**src/hw/jbi_map.vh**
```
/*
  Constants of the boundary-scan port and its configuration interlock.
  Assumes inclusion by bare name from the design files under hw/.
*/
`ifndef JBI_MAP_VH
`define JBI_MAP_VH

// Instruction register
`define JBI_IR_W 10
`define JBI_IR_CAPTURE 10'h001
`define JBI_OP_BYPASS 10'h3ff
`define JBI_OP_EXTEST 10'h00f
`define JBI_OP_SAMPLE 10'h005
`define JBI_OP_IDCODE 10'h006
`define JBI_OP_USERDATA 10'h00c
`define JBI_OP_HIGHZ 10'h00b
`define JBI_OP_CFG_INTERRUPT 10'h00d
`define JBI_OP_PULSE_CONFIG 10'h001
`define JBI_OP_PRIV0 10'h310
`define JBI_OP_PRIV1 10'h0c9
`define JBI_OP_PRIV2 10'h313
`define JBI_OP_PRIV3 10'h317

// Data registers
`define JBI_PINS 4
`define JBI_BSR_W 12
`define JBI_USER_W 8
`define JBI_FIFO_DEPTH 8
`define JBI_FIFO_AW 3
// Arbitrary identification value, LSB fixed at one
`define JBI_IDCODE 32'h0a5c3001

// Pin synchroniser: {pinIn, configRequestN, trstN, tdi, tms, tck}
`define JBI_SYNC_W 9
`define JBI_SYNC_RST 9'h01e

`endif

```
**src/hw/jbi_fifo.v**
```verilog
/*
  Synchronous FIFO with valid/ready on both sides.
  Assumes one clock and an asynchronous active-high reset.
*/
`timescale 1ns/100ps
`default_nettype none
module jbi_fifo #(
  parameter W = 8,
  parameter D = 8,
  parameter AW = 3
) (
  // Clock and reset
  input wire clk,
  input wire rst,
  // Fill side
  input wire inValid,
  input wire [W-1:0] inData,
  output wire inReady,
  // Drain side
  output wire outValid,
  output wire [W-1:0] outData,
  input wire outReady
);
  reg [W-1:0] mem [0:D-1];
  reg [AW-1:0] wrPtr;
  reg [AW-1:0] rdPtr;
  reg [AW:0] count;
  wire doPush;
  wire doPop;

  assign inReady = (count != D[AW:0]);
  assign outValid = (count != {(AW+1){1'b0}});
  assign outData = mem[rdPtr];
  assign doPush = inValid & inReady;
  assign doPop = outValid & outReady;

  always @(posedge clk) begin
    if (doPush) begin
      mem[wrPtr] <= inData;
    end
  end

  always @(posedge clk or posedge rst) begin
    if (rst) begin
      wrPtr <= {AW{1'b0}};
      rdPtr <= {AW{1'b0}};
      count <= {(AW+1){1'b0}};
    end else begin
      if (doPush) begin
        wrPtr <= wrPtr + {{(AW-1){1'b0}}, 1'b1};
      end
      if (doPop) begin
        rdPtr <= rdPtr + {{(AW-1){1'b0}}, 1'b1};
      end
      if (doPush & ~doPop) begin
        count <= count + {{AW{1'b0}}, 1'b1};
      end else if (doPop & ~doPush) begin
        count <= count - {{AW{1'b0}}, 1'b1};
      end
    end
  end
endmodule
`default_nettype wire

```
**src/hw/jbi_tap.v**
```verilog
/*
  Boundary-scan test access port with configuration interlock, pin
  boundary cells and a user data register feeding a FIFO.
  Assumes all test pins and pads are asynchronous to clk and change
  slowly against it (TCK well below clk/6); the configuration engine
  runs on clk.
*/
`timescale 1ns/100ps
`default_nettype none
`include "jbi_map.vh"

module jbi_tap (
  // Clock and reset
  input wire clk,
  input wire rst,
  // Test port pins
  input wire tck,
  input wire tms,
  input wire tdi,
  input wire trstN,
  output reg tdo,
  output reg tdoOeN,
  // Configuration pins and engine
  input wire configRequestN,
  input wire cfgActive,
  input wire cfgDone,
  output reg cfgAbort,
  output reg cfgRestart,
  output reg cfgHold,
  // Chip-wide functional controls
  input wire chipClearN,
  input wire chipOutputEnable,
  // Core side of the pins
  input wire [3:0] coreOut,
  input wire [3:0] coreOe,
  input wire [3:0] pinOutputOnly,
  // Pads
  input wire [3:0] pinIn,
  output reg [3:0] pinOut,
  output reg [3:0] pinOeN,
  output reg [3:0] inBufEn,
  // User data stream
  output reg [7:0] usrData,
  output reg usrValid,
  input wire usrReady
);
  localparam [3:0] TLR = 4'h0;
  localparam [3:0] RTI = 4'h1;
  localparam [3:0] SELDR = 4'h2;
  localparam [3:0] CAPDR = 4'h3;
  localparam [3:0] SHDR = 4'h4;
  localparam [3:0] EX1DR = 4'h5;
  localparam [3:0] PDR = 4'h6;
  localparam [3:0] EX2DR = 4'h7;
  localparam [3:0] UPDR = 4'h8;
  localparam [3:0] SELIR = 4'h9;
  localparam [3:0] CAPIR = 4'ha;
  localparam [3:0] SHIR = 4'hb;
  localparam [3:0] EX1IR = 4'hc;
  localparam [3:0] PIR = 4'hd;
  localparam [3:0] EX2IR = 4'he;
  localparam [3:0] UPIR = 4'hf;

  reg [`JBI_SYNC_W-1:0] syncA;
  reg [`JBI_SYNC_W-1:0] syncB;
  reg [`JBI_SYNC_W-1:0] syncC;
  reg [`JBI_SYNC_W-1:0] stable;
  reg tckPrev;
  reg reqPrev;
  reg [3:0] tap;
  reg [3:0] next_tap;
  reg [`JBI_IR_W-1:0] irShift;
  reg [`JBI_IR_W-1:0] irActive;
  reg [`JBI_IR_W-1:0] next_ir;
  reg bypassReg;
  reg [31:0] idReg;
  reg [`JBI_BSR_W-1:0] bsr;
  reg [3:0] updOut;
  reg [3:0] updOe;
  reg [`JBI_USER_W-1:0] userReg;
  reg [`JBI_USER_W-1:0] pendWord;
  reg pending;
  reg interrupted;
  reg drTdo;
  wire tckS;
  wire tmsS;
  wire tdiS;
  wire trstS;
  wire reqS;
  wire [3:0] padS;
  wire tckRise;
  wire tckFall;
  wire fifoReady;
  wire fifoValid;
  wire [7:0] fifoData;
  wire fifoPop;
  wire cellDrive;
  wire highz;
  wire sampling;
  integer i;
  integer j;

  // Maps a shifted code to the instruction that really takes effect
  function [`JBI_IR_W-1:0] effectiveOp;
    input [`JBI_IR_W-1:0] op;
    input cfgBusy;
    begin
      effectiveOp = op;
      // Reserved codes are neutralised rather than trusted
      if (op == `JBI_OP_PRIV0 || op == `JBI_OP_PRIV1 ||
          op == `JBI_OP_PRIV2 || op == `JBI_OP_PRIV3) begin
        effectiveOp = `JBI_OP_BYPASS;
      end else if (cfgBusy && op != `JBI_OP_BYPASS &&
          op != `JBI_OP_IDCODE && op != `JBI_OP_SAMPLE &&
          op != `JBI_OP_CFG_INTERRUPT) begin
        // Other tests wait for an interrupt
        effectiveOp = `JBI_OP_BYPASS;
      end
    end
  endfunction

  assign tckS = stable[0];
  assign tmsS = stable[1];
  assign tdiS = stable[2];
  assign trstS = stable[3];
  assign reqS = stable[4];
  assign padS = stable[8:5];
  assign tckRise = tckS & ~tckPrev;
  assign tckFall = ~tckS & tckPrev;
  assign cellDrive = (irActive == `JBI_OP_EXTEST) ||
                     (irActive == `JBI_OP_CFG_INTERRUPT);
  assign highz = (irActive == `JBI_OP_HIGHZ);
  assign sampling = (irActive == `JBI_OP_SAMPLE);
  assign fifoPop = fifoValid & (~usrValid | usrReady);

  // Three-stage pin sampling; a change counts once stages two and three agree
  always @(posedge clk or posedge rst) begin
    if (rst) begin
      syncA <= `JBI_SYNC_RST;
      syncB <= `JBI_SYNC_RST;
      syncC <= `JBI_SYNC_RST;
      stable <= `JBI_SYNC_RST;
      tckPrev <= 1'b0;
      reqPrev <= 1'b1;
    end else begin
      syncA <= {pinIn, configRequestN, trstN, tdi, tms, tck};
      syncB <= syncA;
      syncC <= syncB;
      if (syncB == syncC) begin
        stable <= syncC;
      end
      tckPrev <= tckS;
      reqPrev <= reqS;
    end
  end

  always @* begin
    next_tap = tap;
    case (tap)
      TLR: next_tap = tmsS ? TLR : RTI;
      RTI: next_tap = tmsS ? SELDR : RTI;
      SELDR: next_tap = tmsS ? SELIR : CAPDR;
      CAPDR: next_tap = tmsS ? EX1DR : SHDR;
      SHDR: next_tap = tmsS ? EX1DR : SHDR;
      EX1DR: next_tap = tmsS ? UPDR : PDR;
      PDR: next_tap = tmsS ? EX2DR : PDR;
      EX2DR: next_tap = tmsS ? UPDR : SHDR;
      UPDR: next_tap = tmsS ? SELDR : RTI;
      SELIR: next_tap = tmsS ? TLR : CAPIR;
      CAPIR: next_tap = tmsS ? EX1IR : SHIR;
      SHIR: next_tap = tmsS ? EX1IR : SHIR;
      EX1IR: next_tap = tmsS ? UPIR : PIR;
      PIR: next_tap = tmsS ? EX2IR : PIR;
      EX2IR: next_tap = tmsS ? UPIR : SHIR;
      UPIR: next_tap = tmsS ? SELDR : RTI;
      default: next_tap = TLR;
    endcase
  end

  always @* begin
    next_ir = effectiveOp(irShift, cfgActive & ~interrupted);
  end

  always @* begin
    case (irActive)
      `JBI_OP_BYPASS: drTdo = bypassReg;
      `JBI_OP_IDCODE: drTdo = idReg[0];
      `JBI_OP_EXTEST: drTdo = bsr[0];
      `JBI_OP_SAMPLE: drTdo = bsr[0];
      `JBI_OP_CFG_INTERRUPT: drTdo = bsr[0];
      `JBI_OP_USERDATA: drTdo = userReg[0];
      default: drTdo = bypassReg;
    endcase
  end

  // Controller runs from reset with no enable chip clear
  // and chip output enable reach this logic only through pinOut and pinOeN captured into bsr
  always @(posedge clk or posedge rst) begin
    if (rst) begin
      tap <= TLR;
      irShift <= `JBI_IR_CAPTURE;
      irActive <= `JBI_OP_IDCODE;
      bypassReg <= 1'b0;
      idReg <= `JBI_IDCODE;
      bsr <= {`JBI_BSR_W{1'b0}};
      updOut <= 4'h0;
      updOe <= 4'hf;
      userReg <= {`JBI_USER_W{1'b0}};
      pendWord <= {`JBI_USER_W{1'b0}};
      pending <= 1'b0;
      interrupted <= 1'b0;
      cfgAbort <= 1'b0;
      cfgRestart <= 1'b0;
      cfgHold <= 1'b0;
      tdo <= 1'b1;
      tdoOeN <= 1'b1;
    end else begin
      cfgRestart <= 1'b0;
      // Low request pin keeps configuration from starting
      cfgHold <= ~reqS;
      if (pending & fifoReady) begin
        pending <= 1'b0;
      end
      if (~trstS) begin
        tap <= TLR;
        irActive <= `JBI_OP_IDCODE;
        tdoOeN <= 1'b1;
      end else if (tckRise) begin
        tap <= next_tap;
        if (next_tap == TLR) begin
          irActive <= `JBI_OP_IDCODE;
        end
        case (tap)
          CAPIR: irShift <= `JBI_IR_CAPTURE;
          SHIR: irShift <= {tdiS, irShift[`JBI_IR_W-1:1]};
          CAPDR: begin
            bypassReg <= 1'b0;
            idReg <= `JBI_IDCODE;
            for (i = 0; i < `JBI_PINS; i = i + 1) begin
              bsr[3*i] <= padS[i];
              bsr[3*i+1] <= pinOeN[i];
              bsr[3*i+2] <= pinOut[i];
            end
            // Busy flags let the tester see back-pressure
            userReg <= {{(`JBI_USER_W-2){1'b0}}, ~fifoReady, pending};
          end
          SHDR: begin
            bypassReg <= tdiS;
            idReg <= {tdiS, idReg[31:1]};
            bsr <= {tdiS, bsr[`JBI_BSR_W-1:1]};
            userReg <= {tdiS, userReg[`JBI_USER_W-1:1]};
          end
          default: begin
          end
        endcase
      end else if (tckFall) begin
        // TDO changes on the falling edge, driven only while shifting
        if (tap == SHIR) begin
          tdo <= irShift[0];
          tdoOeN <= 1'b0;
        end else if (tap == SHDR) begin
          tdo <= drTdo;
          tdoOeN <= 1'b0;
        end else begin
          tdoOeN <= 1'b1;
        end
        if (tap == UPIR) begin
          irActive <= next_ir;
          if (next_ir == `JBI_OP_CFG_INTERRUPT) begin
            interrupted <= 1'b1;
            cfgAbort <= 1'b1;
          end
          if (next_ir == `JBI_OP_PULSE_CONFIG && interrupted) begin
            interrupted <= 1'b0;
            cfgAbort <= 1'b0;
            cfgRestart <= 1'b1;
          end
        end
        if (tap == UPDR) begin
          if (irActive == `JBI_OP_EXTEST || irActive == `JBI_OP_SAMPLE ||
              irActive == `JBI_OP_CFG_INTERRUPT) begin
            for (i = 0; i < `JBI_PINS; i = i + 1) begin
              updOe[i] <= bsr[3*i+1];
              updOut[i] <= bsr[3*i+2];
            end
          end
          // A word arriving while one still waits is dropped
          if (irActive == `JBI_OP_USERDATA && ~pending) begin
            pendWord <= userReg;
            pending <= 1'b1;
          end
        end
      end
      // Released request pin after a low pulse restarts too
      if (reqS & ~reqPrev) begin
        interrupted <= 1'b0;
        cfgAbort <= 1'b0;
        cfgRestart <= 1'b1;
      end
    end
  end

  // Pad drivers and input buffers
  always @(posedge clk or posedge rst) begin
    if (rst) begin
      pinOut <= 4'h0;
      pinOeN <= 4'hf;
      inBufEn <= 4'hf;
    end else begin
      for (j = 0; j < `JBI_PINS; j = j + 1) begin
        if (highz) begin
          pinOeN[j] <= 1'b1;
          pinOut[j] <= 1'b0;
        end else if (cellDrive) begin
          // Zero in the enable cell drives the data cell
          pinOeN[j] <= updOe[j];
          pinOut[j] <= updOut[j];
        end else begin
          // Chip-wide controls act on the functional path only
          pinOeN[j] <= ~(coreOe[j] & chipOutputEnable);
          pinOut[j] <= coreOut[j] & chipClearN;
        end
        // Sampling opens buffers of output-only pins
        inBufEn[j] <= ~cfgDone | ~pinOutputOnly[j] | sampling;
      end
    end
  end

  // Output stage keeps the stream outputs on flip-flops
  always @(posedge clk or posedge rst) begin
    if (rst) begin
      usrValid <= 1'b0;
      usrData <= 8'h00;
    end else begin
      if (fifoPop) begin
        usrValid <= 1'b1;
        usrData <= fifoData;
      end else if (usrReady) begin
        usrValid <= 1'b0;
      end
    end
  end

  jbi_fifo #(
    .W(`JBI_USER_W),
    .D(`JBI_FIFO_DEPTH),
    .AW(`JBI_FIFO_AW)
  ) uFifo (
    .clk(clk),
    .rst(rst),
    .inValid(pending),
    .inData(pendWord),
    .inReady(fifoReady),
    .outValid(fifoValid),
    .outData(fifoData),
    .outReady(fifoPop)
  );
endmodule
`default_nettype wire

```
**config.mk**
```make
export PLATFORM = sky130hd
export DESIGN_NAME = jbi_tap
export DESIGN_NICKNAME = d
export VERILOG_FILES = /design/src/hw/jbi_fifo.v /design/src/hw/jbi_tap.v
export VERILOG_INCLUDE_DIRS = /design/src /design/src/hw
export SDC_FILE = /design/constraint.sdc
export NUM_CORES = 1
export LEC_CHECK = 0
export BUFFER_PORTS_ARGS = -buffer_cell sky130_fd_sc_hd__buf_4
export CORE_MARGIN = 2
export CORE_UTILIZATION = 60
export CTS_CLUSTER_DIAMETER = 200
export DETAILED_ROUTE_END_ITERATION = 10
export GPL_ROUTABILITY_DRIVEN = 0
export GPL_TIMING_DRIVEN = 1
export HOLD_SLACK_MARGIN = 0.1
export MAX_ROUTING_LAYER = met4
export PLACE_DENSITY_LB_ADDON = 0.12
export SETUP_SLACK_MARGIN = 0.1
export SLEW_MARGIN = 10
export SYNTH_ARGS = -nofsm -noshare
export SYNTH_HDL_FRONTEND = slang
export SYNTH_SLANG_ARGS = --single-unit
```
**constraint.sdc**
```tcl
create_clock -name clk -period 6.7 [get_ports clk]
set_clock_uncertainty 0.05 [all_clocks]
set_input_delay 0.67 -clock clk [delete_from_list [all_inputs] [get_ports clk]]
set_output_delay 0.67 -clock clk [all_outputs]
set_load 0.02 [all_outputs]
```
# [Yosys cells after proc, flatten, opt, wreduce, memory -nomap -nowiden]
# Memory sizes are Yosys's and may differ from the RTL's. A register that Yosys moved wholly into a read port is not among the register bits.
# Index checks and enable logic that the tools add are counted.
# W data, S select, Z words.
[word_totals] ff_bits=160 mem_bits_rw=64 output_inout_bits=26 memories=1 input_bits=28 word_cells=232
[classes] eq_ne=40 muxes=76 n_addsub=4 bitwise_logic=46 n_reduce_logical=36
[mem_list] memory="uFifo.mem" depth=8 width=8 read_ports=1 rd_clocked_by_memory_dff=1 wr=1 line_no="jbi_fifo.v:24" rtl="reg [W-1:0] mem [0:D-1];"
[op_table] op="$mux W10" count=7
[op_table] op="$pmux W32 S2" count=1
[op_table] op="$eq A10 B4 Y1 const B" count=5
[op_table] op="$mux W1" count=49
[op_table] op="$pmux W4 S12" count=1
[op_table] op="$eq A4 B4 Y1 const B" count=8
[op_table] op="$mux W4" count=8
[op_table] op="$eq A10 B10 Y1 const B" count=3
[op_table] op="$pmux W12 S2" count=1
[op_table] op="$eq A10 B3 Y1 const B" count=2
[op_table] op="$ne A10 B3 Y1 const B" count=2
[op_table] op="$not A1 Y1" count=20
[op_table] op="$pmux W10 S2" count=1
[op_table] op="$and A1 B1 Y1" count=17
[op_table] op="$eq A4 B3 Y1 const B" count=4
[op_table] op="$pmux W8 S2" count=1
[op_table] op="$reduce_bool A2 Y1" count=8
[op_table] op="$reduce_and A5 Y1" count=3
[op_table] op="$eq A10 B1 Y1 const B" count=1
[op_table] op="$eq A10 B8 Y1 const B" count=1
[op_table] op="$ne A10 B10 Y1 const B" count=1
[op_table] op="$ne A10 B4 Y1 const B" count=1
[op_table] op="$eq A9 B9 Y1" count=1
[op_table] op="$or A1 B1 Y1" count=9
[op_table] op="24 further kinds" count=47

# [Logic depth before layout (Yosys ltp)]
[depth] ltp_word=16 mapped_depth=12 depth_no_buf=12

# [By module]
# Synthesis repeated with hierarchy kept, for this count alone.
[unflattened] hier_cells=656 area_unflattened_um2=9377.7
[by_module_without_submodules] mod="jbi_tap" seq_area_each_um2=3882.5 area_per_inst_um2=6264.8 cells_per_inst=500 n_inst=1
[by_module_without_submodules] mod="jbi_fifo" seq_area_each_um2=2172.1 area_per_inst_um2=3113.0 cells_per_inst=156 n_inst=1

# [Least setup slack after synthesis]
# Ideal clock, no wire load.
[synth_timing] path_kind="input -> register" startpoint="input usrReady" endpoint="register uFifo.count[3]" required_ps=6525 slack_ps=4155 n_path_buf=1 arrival_time_ps=2370 cell_stages=12 setup_time_ps=125 cell_sequence="inv_1 > a21oi_1 > clkbuf_1 > inv_1 > ha_1 > inv_1 > ha_1 > a21o_1 > a21oi_1 > xnor2_1 > nor2_1 > xor2_1"
[synth_between] elab_chain_len=6 word_cells_on_any_way=8 classes_between="mux (1); bitwise (6); reduce/logical (1)"
[synth_rtl] element="start, declared" line_no="jbi_tap.v:45" rtl="input wire usrReady"
[synth_rtl] element="$or A1 B1 Y1 (*)" line_no="jbi_tap.v:134" rtl="assign fifoPop = fifoValid & (~usrValid | usrReady);"
[synth_rtl] element="$and A1 B1 Y1 (*)" line_no="jbi_tap.v:134"
[synth_rtl] element="$and A1 B1 Y1 (*)" line_no="jbi_fifo.v:35" rtl="assign doPop = outValid & outReady;"
[synth_rtl] element="$not A1 Y1" line_no="jbi_fifo.v:55" rtl="if (doPush & ~doPop) begin"
[synth_rtl] element="$and A1 B1 Y1" line_no="jbi_fifo.v:55"
[synth_rtl] element="$mux W4 / $reduce_bool A2 Y1 (equally long branches)"
[synth_rtl] element="end signal, assigned" line_no="jbi_fifo.v:47" rtl="count <= {(AW+1){1'b0}};"
[synth_rtl] element="end signal, assigned" line_no="jbi_fifo.v:56" rtl="count <= count + {{AW{1'b0}}, 1'b1};"
[synth_rtl] element="end signal, assigned" line_no="jbi_fifo.v:58" rtl="count <= count - {{AW{1'b0}}, 1'b1};"
[synth_rtl] element="end, declared" line_no="jbi_fifo.v:27" rtl="reg [AW:0] count;"
# Mark *: on every way between the ends. The rest lies on a longest branch, timed or not.
# A chain may end at the register's enable or synchronous reset.

# [Worst setup path after layout]
[layout_timing] startpoint="register uFifo.count[1]" endpoint="register uFifo.count[3]"
[layout_between] word_cells_on_any_way=14 classes_between="add/sub (2); eq/ne (1); mux (2); bitwise (7); reduce/logical (2)"
[layout_rtl] element="$ne A4 B4 Y1 (*)" line_no="jbi_fifo.v:31" rtl="assign inReady = (count != D[AW:0]);"
[layout_rtl] element="$and A1 B1 Y1 (*)" line_no="jbi_fifo.v:34" rtl="assign doPush = inValid & inReady;"
[layout_rtl] element="via uFifo.doPush" line_no="jbi_fifo.v:28" rtl="wire doPush;"
[layout_rtl] element="$not A1 Y1" line_no="jbi_fifo.v:57" rtl="end else if (doPop & ~doPush) begin"
[layout_rtl] element="$and A1 B1 Y1" line_no="jbi_fifo.v:57"
[layout_rtl] element="$reduce_bool A2 Y1 (no line)"
# Mark *: on every way through the listed nets, which the timed path passes. The rest lies on a longest branch. The select of a mux whose other input is x is not followed.

==> summary.md <==
| Metric | Value |
|---|---|
| Main flop type after synthesis | dfrtp_1 |
| Max VDD drop | 0.222 mV |
| Root Buffer | clkbuf_16 |
| Leading area contributor after synthesis | dfrtp_1 |
| IO Port Bufs | 53 |
| WL met1 | 7860 microns |
| Die height | 128 microns |
| Worst R2R Path Depth | 12 |
| # rows | 45 |
| Hold Violations, Final | 0 |
| Placed cells | 888 |
| Static Leak | 4.13 nW |
| Largest net degree at the start of global routing | 86 |
| Fmax | 360 MHz |
| Max Root-Sink Buffers | 3 |
| Total routed wirelength | 16,900 microns |
| TritonCTS clock tree | yes |
| Leading cell types by count after synthesis | 120 x dfrtp_1, 64 x edfxtp_1, 60 x nand2_1, 46 x o21ai_0, 43 x dfstp_2 |
| Final Max Tran Viols | 0 |
| DRC | 0 |
| Cell count along the critical path | 12 |
| Ports | 54 |
| Initial antenna violation count | 0 |
| Synth Register Bits | 227 |
| Critical hold path startpoint | tck |
| CP Class | reg2reg |
| Buf+Inv Stages, Crit Path | 2 |
| Final min period | 2.78 ns |
| P&R area growth vs syn | 15.0% |
| # diodes | 0 |
| Crit end category | register |
| CP Data Required Time | 7.03 ns |
| Crit. Startpoint | uFifo.count[1] |
| Final Worst Setup Slack | 3.92 ns |
| Die Area | 16,300 sq um |
| Chip Width | 128 microns |
| CP max-delay cell | dfrtp_1 |
| Crit path max-delay family | simple AND/OR/NAND/NOR gates |
| Area of the core | 15,000 sq um |
| Crit Path Max Fanout | 7 |
| MaxCap Viol Count | 0 |
| PD cells | 296 nW/um^2 |
| Max layer used | met4 |
| Mapped Area | 9150 sq um |
| Slew HR | 23.6% |
| First-pass GRT wire length | 28,200 microns |
| Post-Layout Cell Count | 932 |
| Clk slew on worst S/H paths | 0.06 ns |
| Yosys warnings | 0 |
| CTS buffer count | 24 |
| R2R setup slack | 3.92 ns |
| Post-synth EDFFs | 64 |
| GRT overflow | 0 |
| Setup slack at placement | 3.98 ns |
| Syn Inst Count | 672 |
| Total track usage | 22.5% |
| Initial DRT Pass Iterations | 4 |
| Storage element area | 6050 sq um |
| Avg Inst Size Synth | 13.6 sq um |
| Vias | 5,479 |
| Post-CTS Setup Bufs | 0 |
| RSZ-0062 raised after global routing | no |
| Met3 WL | 630 microns |
| CP Launch Type | register |
| Final setup fails | 0 |
| # fillers | 1,028 |
| WL/cell | 18.1 microns |
| CP cell instances | nor3_1, nand2_1, nand2_1, inv_1, ha_1, inv_1, ha_1, a21o_1, a21oi_1, xnor2_1, nor2_1, xor2_1 |
| Post-CTS Resized | 0 |
| Detail Placement HPWL | 11,000 microns |
| Sequential cell area fraction in the yosys report | 66.1% |
| Sink Count | 227 |
| Crit share post-route | 41.5% |
| Total power | 3.12 mW |
| Outcome | complete, no violations |
| Share of post-route cells with drive strength above 1 | 26.3% |
| Mapped Nets | 706 |
| Top-area cell type share of the netlist area | 32.8% |
| Critical path arrival | 3.10 ns |
| DR WL met2 | 7990 microns |
| Vias in the first global route | 5,567 |
| Top cells by area, synth | dfrtp_1 33%, edfxtp_1 21%, dfstp_2 12% |
| Worst-Margin Slew | 1.14 ns |
| Cell with the most instances after synthesis | dfrtp_1 |
| Routed Antenna Nets | 0 |
| Setup TNS | 0 ns |
| FF-to-FF Start | uFifo.count[1] |
| Hold Path Class | in2reg |
| Initial cell density of the core | 60.9% |
| CTS Hold Bufs | 0 |
| Worst path max stage delay | 0.45 ns |
| Fin nets | 760 |
| Yosys cell types | 60 |
| Worst skew pair latency | 0.50 ns |
| Async SR Flop Fraction | 71.8% |
| Multi-input logic area | 2900 sq um |
| Core Util, Final | 70.0% |
| Worst r2r dst | uFifo.count[3] |
| Number of H-tree levels | 1 |
| Drt initial violations | 404 |
| Avg Vias per Cell | 5.88 |
| Last element of the critical path | uFifo.count[3] |
[kinds of logic after synthesis]
group / count (synthesis) / synth area share [%]
AO/OA/AOI/OAI: 134 / 9.72
XOR/XNOR: 18 / 1.72
AND/OR/NAND/NOR: 161 / 8.73
adder cells (fa/ha/maj): 6 / 0.902
buffers and inverters: 55 / 2.46
flip-flops: 227 / 66.1
multiplexers: 71 / 10.3
[placed cells by master (no fill, tap or decap), drive strengths merged, types with 5 or more instances in the layout]
cell    netlist  routed
a21oi        25      25
a22o         25      25
buf          11      63
clkbuf       24      37
dfrtp       120     120
dfstp        43      43
edfxtp       64      64
ha            5       5
inv          20      20
mux2         27      27
mux2i        28      28
mux4         16      16
nand2        61      61
nand2b        8       8
nand3        14      14
nand4        10      10
nor2         24      24
nor2b         8       8
nor3         12      12
o21ai        46      46
o22a          9       9
or3           6       6
xnor2        13      13
xor2          5       5
[per-layer routing]
layer  track usage [%]  vias to the layer above
li1                  -                     2554
met1              31.9                     2774
met2              35.0                      121
met3              3.22                       30
met4              5.69                        0
met5                 -                        -
[sequential cells by signal (all words and copies together) (netlist names), 9 cells and up]
register        cells
uFifo.mem          64
idReg              31
bsr                12
effectiveOp.op     10
irActive           10
stable              9
syncA               9
syncB               9
syncC               9
[where the power goes]
part           switching (mW)  internal, mW  leakage [nW]
sequential              0.106          1.47          2.46
clock                   0.506         0.796         0.384
combinational           0.107         0.134          1.28
total                   0.719          2.40          4.13
[metrics by stage]
| stage | hold slack, ns | instance area, sq um |
|---|---|---|
| finish | 0.222 | 10500 |
| global route | 0.203 | 10500 |
| CTS | 0.209 | 10500 |
| detailed placement | 0.286 | 9740 |
| global placement | 0.282 | 9740 |
| floorplan | 0.281 | 9150 |
[area by class of cell]
type	count	area share, %
clock buffer	37	6.66
clock inverter	7	0.832
inverter	20	0.761
multi-input combinational	390	27.5
sequential	227	57.5
tap	188	2.23
timing repair buffer	63	4.49
[worst min-delay path by stage]
stage                     slack, ns  endpoint  cells past startpoint
final                          0.22  syncA[0]                      1
after CTS                      0.21  syncA[0]                      1
after floorplan                0.28  syncB[0]                      0
after detailed placement       0.29  syncB[0]                      0
after global routing           0.20  syncA[0]                      1
after global placement         0.28  syncB[0]                      0
Note: power is estimated with default switching activity, not from simulation.
